<file path="config.mk">
export PLATFORM = sky130hd
export DESIGN_NAME = pmcr_bank
export DESIGN_NICKNAME = d
export VERILOG_FILES = /design/src/design/pmcr_pkg.sv /design/src/design/pmcr_bank.sv
export VERILOG_INCLUDE_DIRS = /design/src /design/src/design
export SDC_FILE = /design/constraint.sdc
export NUM_CORES = 1
export LEC_CHECK = 0
export CAP_MARGIN = 20
export CORE_UTILIZATION = 61
export DETAILED_ROUTE_END_ITERATION = 7
export DONT_BUFFER_PORTS = 1
export HOLD_SLACK_MARGIN = 0.05
export PLACE_DENSITY = 0.86
export RECOVER_POWER = 100
export SLEW_MARGIN = 20
export SYNTH_ARGS = -nofsm -noshare
export SYNTH_HDL_FRONTEND = slang
export SYNTH_SLANG_ARGS = --single-unit
</file>
<file path="constraint.sdc">
create_clock -name CLK -period 17.2 [get_ports CLK]
set_input_delay 3.44 -clock CLK [delete_from_list [all_inputs] [get_ports CLK]]
set_output_delay 3.44 -clock CLK [all_outputs]
set_load 0.05 [all_outputs]
</file>
<file path="src/design/pmcr_defs.svh">
// offsets, field codes, reset values and limits of the modem control bank
// assumes it is included by bare name from the package and the bank module
`ifndef PMCR_DEFS_SVH
`define PMCR_DEFS_SVH

// bank size and control byte offsets
`define PMCR_NUM_REGS 8'd38
`define PMCR_IDX_W 6
`define PMCR_OFS_CLK_LO 8'd0
`define PMCR_OFS_CLK_MID 8'd1
`define PMCR_OFS_CLK_HI 8'd2
`define PMCR_OFS_SYM_EXP 8'd3
`define PMCR_OFS_TX_MOD 8'd4
`define PMCR_OFS_TX_SRC 8'd5
`define PMCR_OFS_GAIN_LO 8'd6
`define PMCR_OFS_GAIN_HI 8'd7
`define PMCR_OFS_TXF_B0 8'd8
`define PMCR_OFS_TXF_B3 8'd11
`define PMCR_OFS_TX_CODING 8'd12
`define PMCR_OFS_IBR_B0 8'd13
`define PMCR_OFS_IBR_B3 8'd16
`define PMCR_OFS_EXT_GAIN_LO 8'd17
`define PMCR_OFS_EXT_GAIN_HI 8'd18
`define PMCR_OFS_EXT_CTRL 8'd19
`define PMCR_OFS_SCAN 8'd24
`define PMCR_OFS_RSR_B0 8'd25
`define PMCR_OFS_RSR_B3 8'd28
`define PMCR_OFS_RXF_B0 8'd29
`define PMCR_OFS_RXF_B3 8'd32
`define PMCR_OFS_RX_MOD 8'd33
`define PMCR_OFS_AGC 8'd34
`define PMCR_OFS_RX_INPUT 8'd35
`define PMCR_OFS_RX_DECODING 8'd37

// reset value of every control byte
`define PMCR_RESET_BYTE 8'h00

// field codes and limits
`define PMCR_CLK_WORD_MAX 20'h66666
`define PMCR_SYM_EXP_MIN 4'h1
`define PMCR_FEC_CODE_MIN 4'h1
`define PMCR_FEC_CODE_MAX 4'h5
`define PMCR_MOD_CODE_MAX 6'h02
`define PMCR_SRC_PRBS 4'h3
`define PMCR_SRC_CARRIER 4'h5
`define PMCR_AGC_EXP_MAX 5'h0e
`define PMCR_AGC_MAX_GAIN 9'h100
`define PMCR_IN_COMPLEX 3'h1
`define PMCR_IN_LOOPBACK 3'h7

`endif

</file>
<file path="src/design/pmcr_pkg.sv">
// types shared by the modem control bank
// assumes the defs header is on the include path
package pmcr_pkg;
`include "pmcr_defs.svh"

   // all flip-flops of the bank
   typedef struct packed {
      logic wr_s1;
      logic wr_s2;
      logic wr_s3;
      logic [7:0] addr_s1;
      logic [7:0] addr_s2;
      logic [7:0] data_s1;
      logic [7:0] data_s2;
      logic [37:0][7:0] ctl;
      logic [19:0] clk_word;
      logic [15:0] gain;
      logic [31:0] tx_freq;
      logic [31:0] in_bit_rate;
      logic [11:0] ext_gain;
      logic [31:0] rx_sym_rate;
      logic [31:0] rx_freq;
      logic [3:0] sym_exp;
      logic [4:0] agc_exp;
      logic [8:0] agc_max_gain;
      logic tx_src_valid;
      logic tx_mod_valid;
      logic tx_fec_valid;
      logic rx_mod_valid;
      logic rx_fec_valid;
      logic rx_in_valid;
   } pmcr_state_type;
endpackage

</file>
<file path="src/design/pmcr_bank.sv">
// write-only control byte bank of the psk modem, with field decode
// assumes an asynchronous microcontroller bus: address and data held
// steady while the write strobe is high, strobe high for >= 3 clocks
//
// Notes on behaviour
// - eight-bit bytes written over address/data bus
// - low nibble of byte 5 picks source
// - byte 12 bits 4:1 code, bit 6 bypass
// - byte 12 bit 5 enables differential encoding
// - byte 12 bit 7 bypasses scrambler
// - byte 12 bit 0 bypasses hdlc framing
// - twenty-bit clock word, capped at 120 MHz
// - byte 2 bit 7 picks external reference
// - symbol rate exponent one to fifteen
// - byte 4 bits 5:0 pick tx modulation
// - byte 4 bit 6 inverts tx q
// - byte 4 bit 7 bypasses shaping filters
// - sixteen-bit gain, bytes 6 and 7
// - tx centre frequency, bytes 8 to 11
// - rx symbol rate, bytes 25 to 28
// - rx centre frequency, bytes 29 to 32
// - byte 33 rx modulation and q invert
// - byte 24 sets scan step count
// - agc response exponent zero to fourteen
// - agc source select, internal-loop gain capped 256
// - byte 35 bits 2:0 pick rx input
// - byte 37 decoder code and differential
`timescale 1ns/1ps
`include "pmcr_defs.svh"

module pmcr_bank
(
   input wire logic CLK,
   input wire logic RST,
   input wire logic UC_WR,
   input wire logic [7:0] UC_ADDR,
   input wire logic [7:0] UC_DATA,
   output logic [19:0] TX_CLOCK_WORD,
   output logic TX_REF_EXTERNAL,
   output logic [3:0] TX_SYM_EXP,
   output logic [5:0] TX_MOD_TYPE,
   output logic TX_MOD_VALID,
   output logic TX_Q_INVERT,
   output logic TX_FILTER_BYPASS,
   output logic [3:0] TX_SOURCE,
   output logic TX_SOURCE_VALID,
   output logic [15:0] TX_GAIN,
   output logic [31:0] TX_CENTER_FREQ,
   output logic [3:0] TX_FEC_CODE,
   output logic TX_FEC_VALID,
   output logic TX_FEC_BYPASS,
   output logic TX_DIFF_ENCODE,
   output logic TX_SCRAMBLE_BYPASS,
   output logic TX_HDLC_BYPASS,
   output logic [31:0] TX_INPUT_BIT_RATE,
   output logic [11:0] TX_EXT_GAIN,
   output logic TRANSMIT_ENABLE_OUT,
   output logic RECEIVE_NOT_TRANSMIT_OUT,
   output logic [7:0] RX_SCAN_STEPS,
   output logic [31:0] RX_SYMBOL_RATE,
   output logic [31:0] RX_CENTER_FREQ,
   output logic [5:0] RX_MOD_TYPE,
   output logic RX_MOD_VALID,
   output logic RX_Q_INVERT,
   output logic RX_HIGH_SNR,
   output logic [4:0] RX_AGC_EXP,
   output logic RX_AGC_EXTERNAL,
   output logic [8:0] RX_AGC_MAX_GAIN,
   output logic [2:0] RX_INPUT_SEL,
   output logic RX_INPUT_VALID,
   output logic [3:0] RX_FEC_CODE,
   output logic RX_FEC_VALID,
   output logic RX_DIFF_DECODE
);
   import pmcr_pkg::*;

   pmcr_state_type st_reg;
   pmcr_state_type st_next;
   logic wr_evt;
   logic [`PMCR_IDX_W-1:0] evt_idx;
   logic [7:0] b12;
   logic [7:0] b4;

   // convolutional code 0001..0101 is a usable rate
   function automatic logic fec_ok(input logic [3:0] code);
      fec_ok = (code >= `PMCR_FEC_CODE_MIN) && (code <= `PMCR_FEC_CODE_MAX);
   endfunction

   // modulation 0..2 is bpsk, qpsk or oqpsk
   function automatic logic mod_ok(input logic [5:0] code);
      mod_ok = (code <= `PMCR_MOD_CODE_MAX);
   endfunction

   // rising edge of the synchronised strobe; address and data are settled
   assign wr_evt = st_reg.wr_s2 & ~st_reg.wr_s3;
   assign evt_idx = st_reg.addr_s2[`PMCR_IDX_W-1:0];
   assign b12 = st_reg.ctl[`PMCR_OFS_TX_CODING];
   assign b4 = st_reg.ctl[`PMCR_OFS_TX_MOD];

   // next-state logic: synchronise, store the byte, commit words, decode
   always_comb
   begin
      st_next = st_reg;
      // pins pass two stages; the third only delays for the edge
      st_next.wr_s1 = UC_WR;
      st_next.wr_s2 = st_reg.wr_s1;
      st_next.wr_s3 = st_reg.wr_s2;
      st_next.addr_s1 = UC_ADDR;
      st_next.addr_s2 = st_reg.addr_s1;
      st_next.data_s1 = UC_DATA;
      st_next.data_s2 = st_reg.data_s1;
      if (wr_evt && (st_reg.addr_s2 < `PMCR_NUM_REGS))
      begin
         st_next.ctl[evt_idx] = st_reg.data_s2;
      end
      // whole-word commit on top byte, low bytes written first
      if (wr_evt)
      begin
         case (st_reg.addr_s2)
            // clock word capped at 120 MHz
            `PMCR_OFS_CLK_HI:
            begin
               st_next.clk_word = {st_reg.data_s2[3:0],
                                   st_reg.ctl[`PMCR_OFS_CLK_MID],
                                   st_reg.ctl[`PMCR_OFS_CLK_LO]};
               if (st_next.clk_word > `PMCR_CLK_WORD_MAX)
               begin
                  st_next.clk_word = `PMCR_CLK_WORD_MAX;
               end
            end
            `PMCR_OFS_GAIN_HI:
            begin
               st_next.gain = {st_reg.data_s2, st_reg.ctl[`PMCR_OFS_GAIN_LO]};
            end
            `PMCR_OFS_TXF_B3:
            begin
               st_next.tx_freq = {st_reg.data_s2,
                                  st_reg.ctl[`PMCR_OFS_TXF_B0 + 8'd2],
                                  st_reg.ctl[`PMCR_OFS_TXF_B0 + 8'd1],
                                  st_reg.ctl[`PMCR_OFS_TXF_B0]};
            end
            `PMCR_OFS_IBR_B3:
            begin
               st_next.in_bit_rate = {st_reg.data_s2,
                                      st_reg.ctl[`PMCR_OFS_IBR_B0 + 8'd2],
                                      st_reg.ctl[`PMCR_OFS_IBR_B0 + 8'd1],
                                      st_reg.ctl[`PMCR_OFS_IBR_B0]};
            end
            `PMCR_OFS_EXT_GAIN_HI:
            begin
               st_next.ext_gain = {st_reg.data_s2[3:0],
                                   st_reg.ctl[`PMCR_OFS_EXT_GAIN_LO]};
            end
            `PMCR_OFS_RSR_B3:
            begin
               st_next.rx_sym_rate = {st_reg.data_s2,
                                      st_reg.ctl[`PMCR_OFS_RSR_B0 + 8'd2],
                                      st_reg.ctl[`PMCR_OFS_RSR_B0 + 8'd1],
                                      st_reg.ctl[`PMCR_OFS_RSR_B0]};
            end
            `PMCR_OFS_RXF_B3:
            begin
               st_next.rx_freq = {st_reg.data_s2,
                                  st_reg.ctl[`PMCR_OFS_RXF_B0 + 8'd2],
                                  st_reg.ctl[`PMCR_OFS_RXF_B0 + 8'd1],
                                  st_reg.ctl[`PMCR_OFS_RXF_B0]};
            end
            default:
            begin
               st_next.gain = st_reg.gain;
            end
         endcase
      end
      // exponent zero is out of range, treated as one
      st_next.sym_exp = st_next.ctl[`PMCR_OFS_SYM_EXP][3:0];
      if (st_next.sym_exp < `PMCR_SYM_EXP_MIN)
      begin
         st_next.sym_exp = `PMCR_SYM_EXP_MIN;
      end
      st_next.agc_exp = st_next.ctl[`PMCR_OFS_AGC][4:0];
      if (st_next.agc_exp > `PMCR_AGC_EXP_MAX)
      begin
         st_next.agc_exp = `PMCR_AGC_EXP_MAX;
      end
      // gain cap applies to the internal loop only
      st_next.agc_max_gain = st_next.ctl[`PMCR_OFS_AGC][7] ? 9'h000 : `PMCR_AGC_MAX_GAIN;
      // source codes 0..3 and 5 are usable
      st_next.tx_src_valid = (st_next.ctl[`PMCR_OFS_TX_SRC][3:0] <= `PMCR_SRC_PRBS) ||
                             (st_next.ctl[`PMCR_OFS_TX_SRC][3:0] == `PMCR_SRC_CARRIER);
      st_next.tx_mod_valid = mod_ok(st_next.ctl[`PMCR_OFS_TX_MOD][5:0]);
      st_next.tx_fec_valid = fec_ok(st_next.ctl[`PMCR_OFS_TX_CODING][4:1]);
      st_next.rx_mod_valid = mod_ok(st_next.ctl[`PMCR_OFS_RX_MOD][5:0]);
      st_next.rx_fec_valid = fec_ok(st_next.ctl[`PMCR_OFS_RX_DECODING][4:1]);
      st_next.rx_in_valid = (st_next.ctl[`PMCR_OFS_RX_INPUT][2:0] <= `PMCR_IN_COMPLEX) ||
                            (st_next.ctl[`PMCR_OFS_RX_INPUT][2:0] == `PMCR_IN_LOOPBACK);
   end

   // single state register; reset gives zero bytes and zero words
   always_ff @(posedge CLK or posedge RST)
   begin
      if (RST)
      begin
         st_reg <= '0;
         st_reg.sym_exp <= `PMCR_SYM_EXP_MIN;
         st_reg.agc_max_gain <= `PMCR_AGC_MAX_GAIN;
         st_reg.tx_src_valid <= 1'b1;
         st_reg.tx_mod_valid <= 1'b1;
         st_reg.rx_mod_valid <= 1'b1;
         st_reg.rx_in_valid <= 1'b1;
      end
      else
      begin
         st_reg <= st_next;
      end
   end

   // transmit side outputs, all straight from state flops
   assign TX_CLOCK_WORD = st_reg.clk_word;
   assign TX_REF_EXTERNAL = st_reg.ctl[`PMCR_OFS_CLK_HI][7];
   assign TX_SYM_EXP = st_reg.sym_exp;
   assign TX_MOD_TYPE = b4[5:0];
   assign TX_MOD_VALID = st_reg.tx_mod_valid;
   assign TX_Q_INVERT = b4[6];
   assign TX_FILTER_BYPASS = b4[7];
   assign TX_SOURCE = st_reg.ctl[`PMCR_OFS_TX_SRC][3:0];
   assign TX_SOURCE_VALID = st_reg.tx_src_valid;
   assign TX_GAIN = st_reg.gain;
   assign TX_CENTER_FREQ = st_reg.tx_freq;
   assign TX_FEC_CODE = b12[4:1];
   assign TX_FEC_VALID = st_reg.tx_fec_valid;
   assign TX_FEC_BYPASS = b12[6];
   assign TX_DIFF_ENCODE = b12[5];
   // scrambler bypass, scrambler sits ahead of the encoder
   assign TX_SCRAMBLE_BYPASS = b12[7];
   assign TX_HDLC_BYPASS = b12[0];
   assign TX_INPUT_BIT_RATE = st_reg.in_bit_rate;
   assign TX_EXT_GAIN = st_reg.ext_gain;
   assign TRANSMIT_ENABLE_OUT = st_reg.ctl[`PMCR_OFS_EXT_CTRL][0];
   assign RECEIVE_NOT_TRANSMIT_OUT = st_reg.ctl[`PMCR_OFS_EXT_CTRL][1];

   // receive side outputs
   // scan step count, step spacing is the demodulator's
   assign RX_SCAN_STEPS = st_reg.ctl[`PMCR_OFS_SCAN];
   assign RX_SYMBOL_RATE = st_reg.rx_sym_rate;
   assign RX_CENTER_FREQ = st_reg.rx_freq;
   assign RX_MOD_TYPE = st_reg.ctl[`PMCR_OFS_RX_MOD][5:0];
   assign RX_MOD_VALID = st_reg.rx_mod_valid;
   assign RX_Q_INVERT = st_reg.ctl[`PMCR_OFS_RX_MOD][6];
   assign RX_HIGH_SNR = st_reg.ctl[`PMCR_OFS_RX_MOD][7];
   assign RX_AGC_EXP = st_reg.agc_exp;
   assign RX_AGC_EXTERNAL = st_reg.ctl[`PMCR_OFS_AGC][7];
   assign RX_AGC_MAX_GAIN = st_reg.agc_max_gain;
   assign RX_INPUT_SEL = st_reg.ctl[`PMCR_OFS_RX_INPUT][2:0];
   assign RX_INPUT_VALID = st_reg.rx_in_valid;
   assign RX_FEC_CODE = st_reg.ctl[`PMCR_OFS_RX_DECODING][4:1];
   assign RX_FEC_VALID = st_reg.rx_fec_valid;
   assign RX_DIFF_DECODE = st_reg.ctl[`PMCR_OFS_RX_DECODING][5];
endmodule

</file>
==> flow_metrics.py <==
metrics = {
    "yosys": {
        "syn_area_per_cell_sq_um": 14.0,
        "synth-main-ff-cell": "dfrtp_1",
        "netlist_area_sq_mm": 0.0171,
        "ys_types": 41,
        "synth-async-reset-ratio_pct": 100,
        "syn_inst": 1222,
        "synth-seq-cells": 412,
        "yosysWarnings": 0,
        "synth_edf_count": 0,
        "ys_seq_area_share_pct": 60.2,
    },
    "worst_setup_path": {
        "path_cells": "clkinvlp_2 -> clkbuf_1",
        "crit_fanout": 131,
        "critical_path.max_stage_delay_ns": 3.05,
        "critPathTopFamily": "buffers and inverters",
        "start_kind": "input pin",
        "criticalPathCategory": "in -> async",
        "required_ns": 17.47,
        "critPathBufInv": 2,
        "cp_slowest_cell": "clkinvlp_2",
        "arrival_ns": 8.10,
        "end_kind": "asynchronous set/reset pin",
    },
    "timing": {
        "rsz0062_at_grt": "no",
        "skew_ns": 0.0159,
        "tns_ns": 0,
        "post-route-period-util_pct": 45.5,
        "drv_slew": 288,
        "tightest_slew_ns": 5.58,
        "setup_viol": 0,
        "fmax_mhz": 128,
        "min_period_ns": 7.83,
        "fin_ws_ns": 9.37,
        "relSlewSlack_pct": -274,
        "hold_viol": 0,
    },
    "cts": {
        "cts_tree": "yes",
        "cts.sinks": 412,
        "clk_path_buf_depth": 3,
        "htree_num_levels": 2,
        "cts_setup_buffers": 0,
        "cts_buffers": 41,
        "clk_pin_slew_ns": 0.06,
        "postCtsHoldBufs": 0,
        "root_buffer": "clkbuf_16",
        "cts-resized-gates": 0,
        "clk_latency_ns": 0.52,
    },
    "detailed_routing": {
        "dr_total_vias": 8214,
        "wire_per_inst_microns": 24.0,
        "drt-total-wl_microns": 34100,
        "routed_via_density": 5.78,
        "dr.pass1.iters": 6,
        "drt_iter0_drc": 432,
        "drc": 4,
        "ant_nets": 0,
    },
    "global_route": {
        "grt_pass1_vias": 8725,
        "grt_pass1_wl_microns": 51800,
        "grt_antenna_before_repair": 7,
        "grt_max_degree": 202,
        "grt_usage_pct": 23.8,
        "overflow": 0,
    },
    "pwr": {
        "power_frac_comb_pct": 2.9,
        "seqPwrFrac_pct": 51.7,
        "clkPwrFrac_pct": 45.3,
        "vdd_drop_max_mv": 0.0790,
        "p_sw_share_pct": 22.1,
        "leakagePower_nw": 8.67,
        "powerDensity_mw_per_mm2": 117,
        "p_switching_w": 0.000447,
        "intPower_w": 0.00157,
    },
    "final_layout": {
        "final_nets": 1027,
        "area_growth_pct": 0.409,
        "n_fill_cell": 2010,
        "drive_above_1_share_pct": 39.8,
        "largest_reg_flops": 148,
    },
    "flow_run": {
        "maxCapViolCount": 7,
    },
    "placed_design": {
        "dp_hpwl_microns": 21200,
        "gp_congestion": 0.763,
        "portBuffers": 0,
        "dpl_worst_slack_ns": 12.07,
    },
    "run_status": {
        "failed_checks": "DRC, capacitance limit, slew limit",
        "outcome": "complete, but fails checks",
    },
    "die": {
        "die_x_microns": 170,
        "fp-row-count": 61,
        "chipHeight_microns": 170,
        "dieArea_sq_mm": 0.0288,
        "start_util_pct": 61.9,
        "boundaryPins": 267,
        "core_sq_mm": 0.0277,
    },
    "worst_hold_path": {
        "hold_path_class": "reg -> reg",
    },
}
==> metrics by stage <==
stage / cells / cell area [sq um] / hold slack [ns] / util, % / power (W)
floorplan: 1230 / 17200 / 0.331 / - / 0.00111
global placement: 1340 / 15800 / 0.332 / 57.2 / 0.00112
detailed placement: 1340 / 15800 / 0.336 / 57.2 / 0.00112
CTS: 1413 / 17200 / 0.350 / 62.1 / 0.00203
global route: 1417 / 17200 / 0.352 / 62.1 / 0.00208
finish: 1421 / 17200 / 0.347 / 62.1 / 0.00202
==> worst reg2reg max path, cell delays in order (launching register included) <==
cell and delay, ns:
dfrtp_1 0.36, nor4b_1 1.27, or4b_1 0.61, nor4_1 1.88, clkbuf_1 1.16, mux2_2 0.46
==> synthesized netlist by cell type (4+ instances only) <==
cell type,n,share of area [%]
a211oi_1,4,0.18
dfrtp_1,406,59
nor3_1,11,0.32
mux2i_1,4,0.23
dfstp_2,6,0.92
nor2_1,36,0.79
nand2_1,37,0.81
buf_1,5,0.11
nand4_1,6,0.22
a21oi_1,13,0.38
nand2b_1,5,0.18
o21ai_0,12,0.35
clkbuf_1,36,0.79
mux2_2,343,23
nand3_1,15,0.44
buf_2,8,0.23
and3_1,4,0.15
buf_4,230,10
a31oi_1,4,0.15
nor2b_1,4,0.15
==> power groups by stage <==
stage	combinational [W]	sequential [W]	clock (W)
after detailed placement	0.0000589	0.00106	0
after global placement	0.0000566	0.00106	0
final	0.0000593	0.00104	0.000915
after floorplan	0.0000851	0.00102	0
after CTS	0.0000593	0.00104	0.000932
after global routing	0.0000664	0.00105	0.000969
==> layout by cell type, fill, tap and decap left out, drive strengths merged, types with 5 or more instances in the layout <==
cell type  instances
nand2             37
a21oi             13
nand3             15
dfrtp            406
buf               10
nor3              12
nand2b             5
nor2              37
dfstp              6
o21ai             12
bufinv             6
nand4              6
diode              5
mux2             346
clkbuf            70
conb               9
==> layout make-up <==
cell class / count / area (sq um) / area share, %
sequential: 412 / 10300 / 60.0
multi-input combinational: 533 / 4860 / 28.2
clock buffer: 63 / 1180 / 6.85
tap: 378 / 473 / 2.75
clock inverter: 10 / 205 / 1.19
timing repair buffer: 17 / 154 / 0.894
inverter: 3 / 12.5 / 0.0727
antenna: 5 / 12.5 / 0.0727
==> path summary, 6_finish.rpt <==
check / startpoint / endpoint / slack [ns] / cells after the start
worst max-delay path: RST / RX_MOD_TYPE[4] / 9.37 / 2
worst min-delay path: st_next[524] / evt_idx[4] / 0.35 / 0
worst max register to register: st_reg[536] / TX_INPUT_BIT_RATE[30] / 11.34 / 5
worst min register to register: st_next[524] / evt_idx[4] / 0.35 / 0
max in group CLK: st_reg[536] / TX_INPUT_BIT_RATE[30] / 11.34 / 5
min in group asynchronous: RST / TX_CENTER_FREQ[29] / 4.53 / 1
==> layer usage <==
metal / global-route usage, % / vias to the layer above / routed length, microns
met5: 0 / - / 27
li1: - / 3517 / -
met1: 30.2 / 4352 / 13800
met2: 39.4 / 277 / 16700
met3: 7.86 / 64 / 2930
met4: 6.11 / 4 / 654
==> logic make-up (layout without fill, tap and decap cells) <==
kind of cell	after synthesis	after routing	synth area share, %
multiplexers	350	350	23.0
buffers and inverters	285	93	11.5
AND/OR/NAND/NOR	136	136	4.08
other	1	14	0.0219
flip-flops	412	412	60.2
AO/OA/AOI/OAI	38	38	1.29
(Power assumes the default switching activity.)
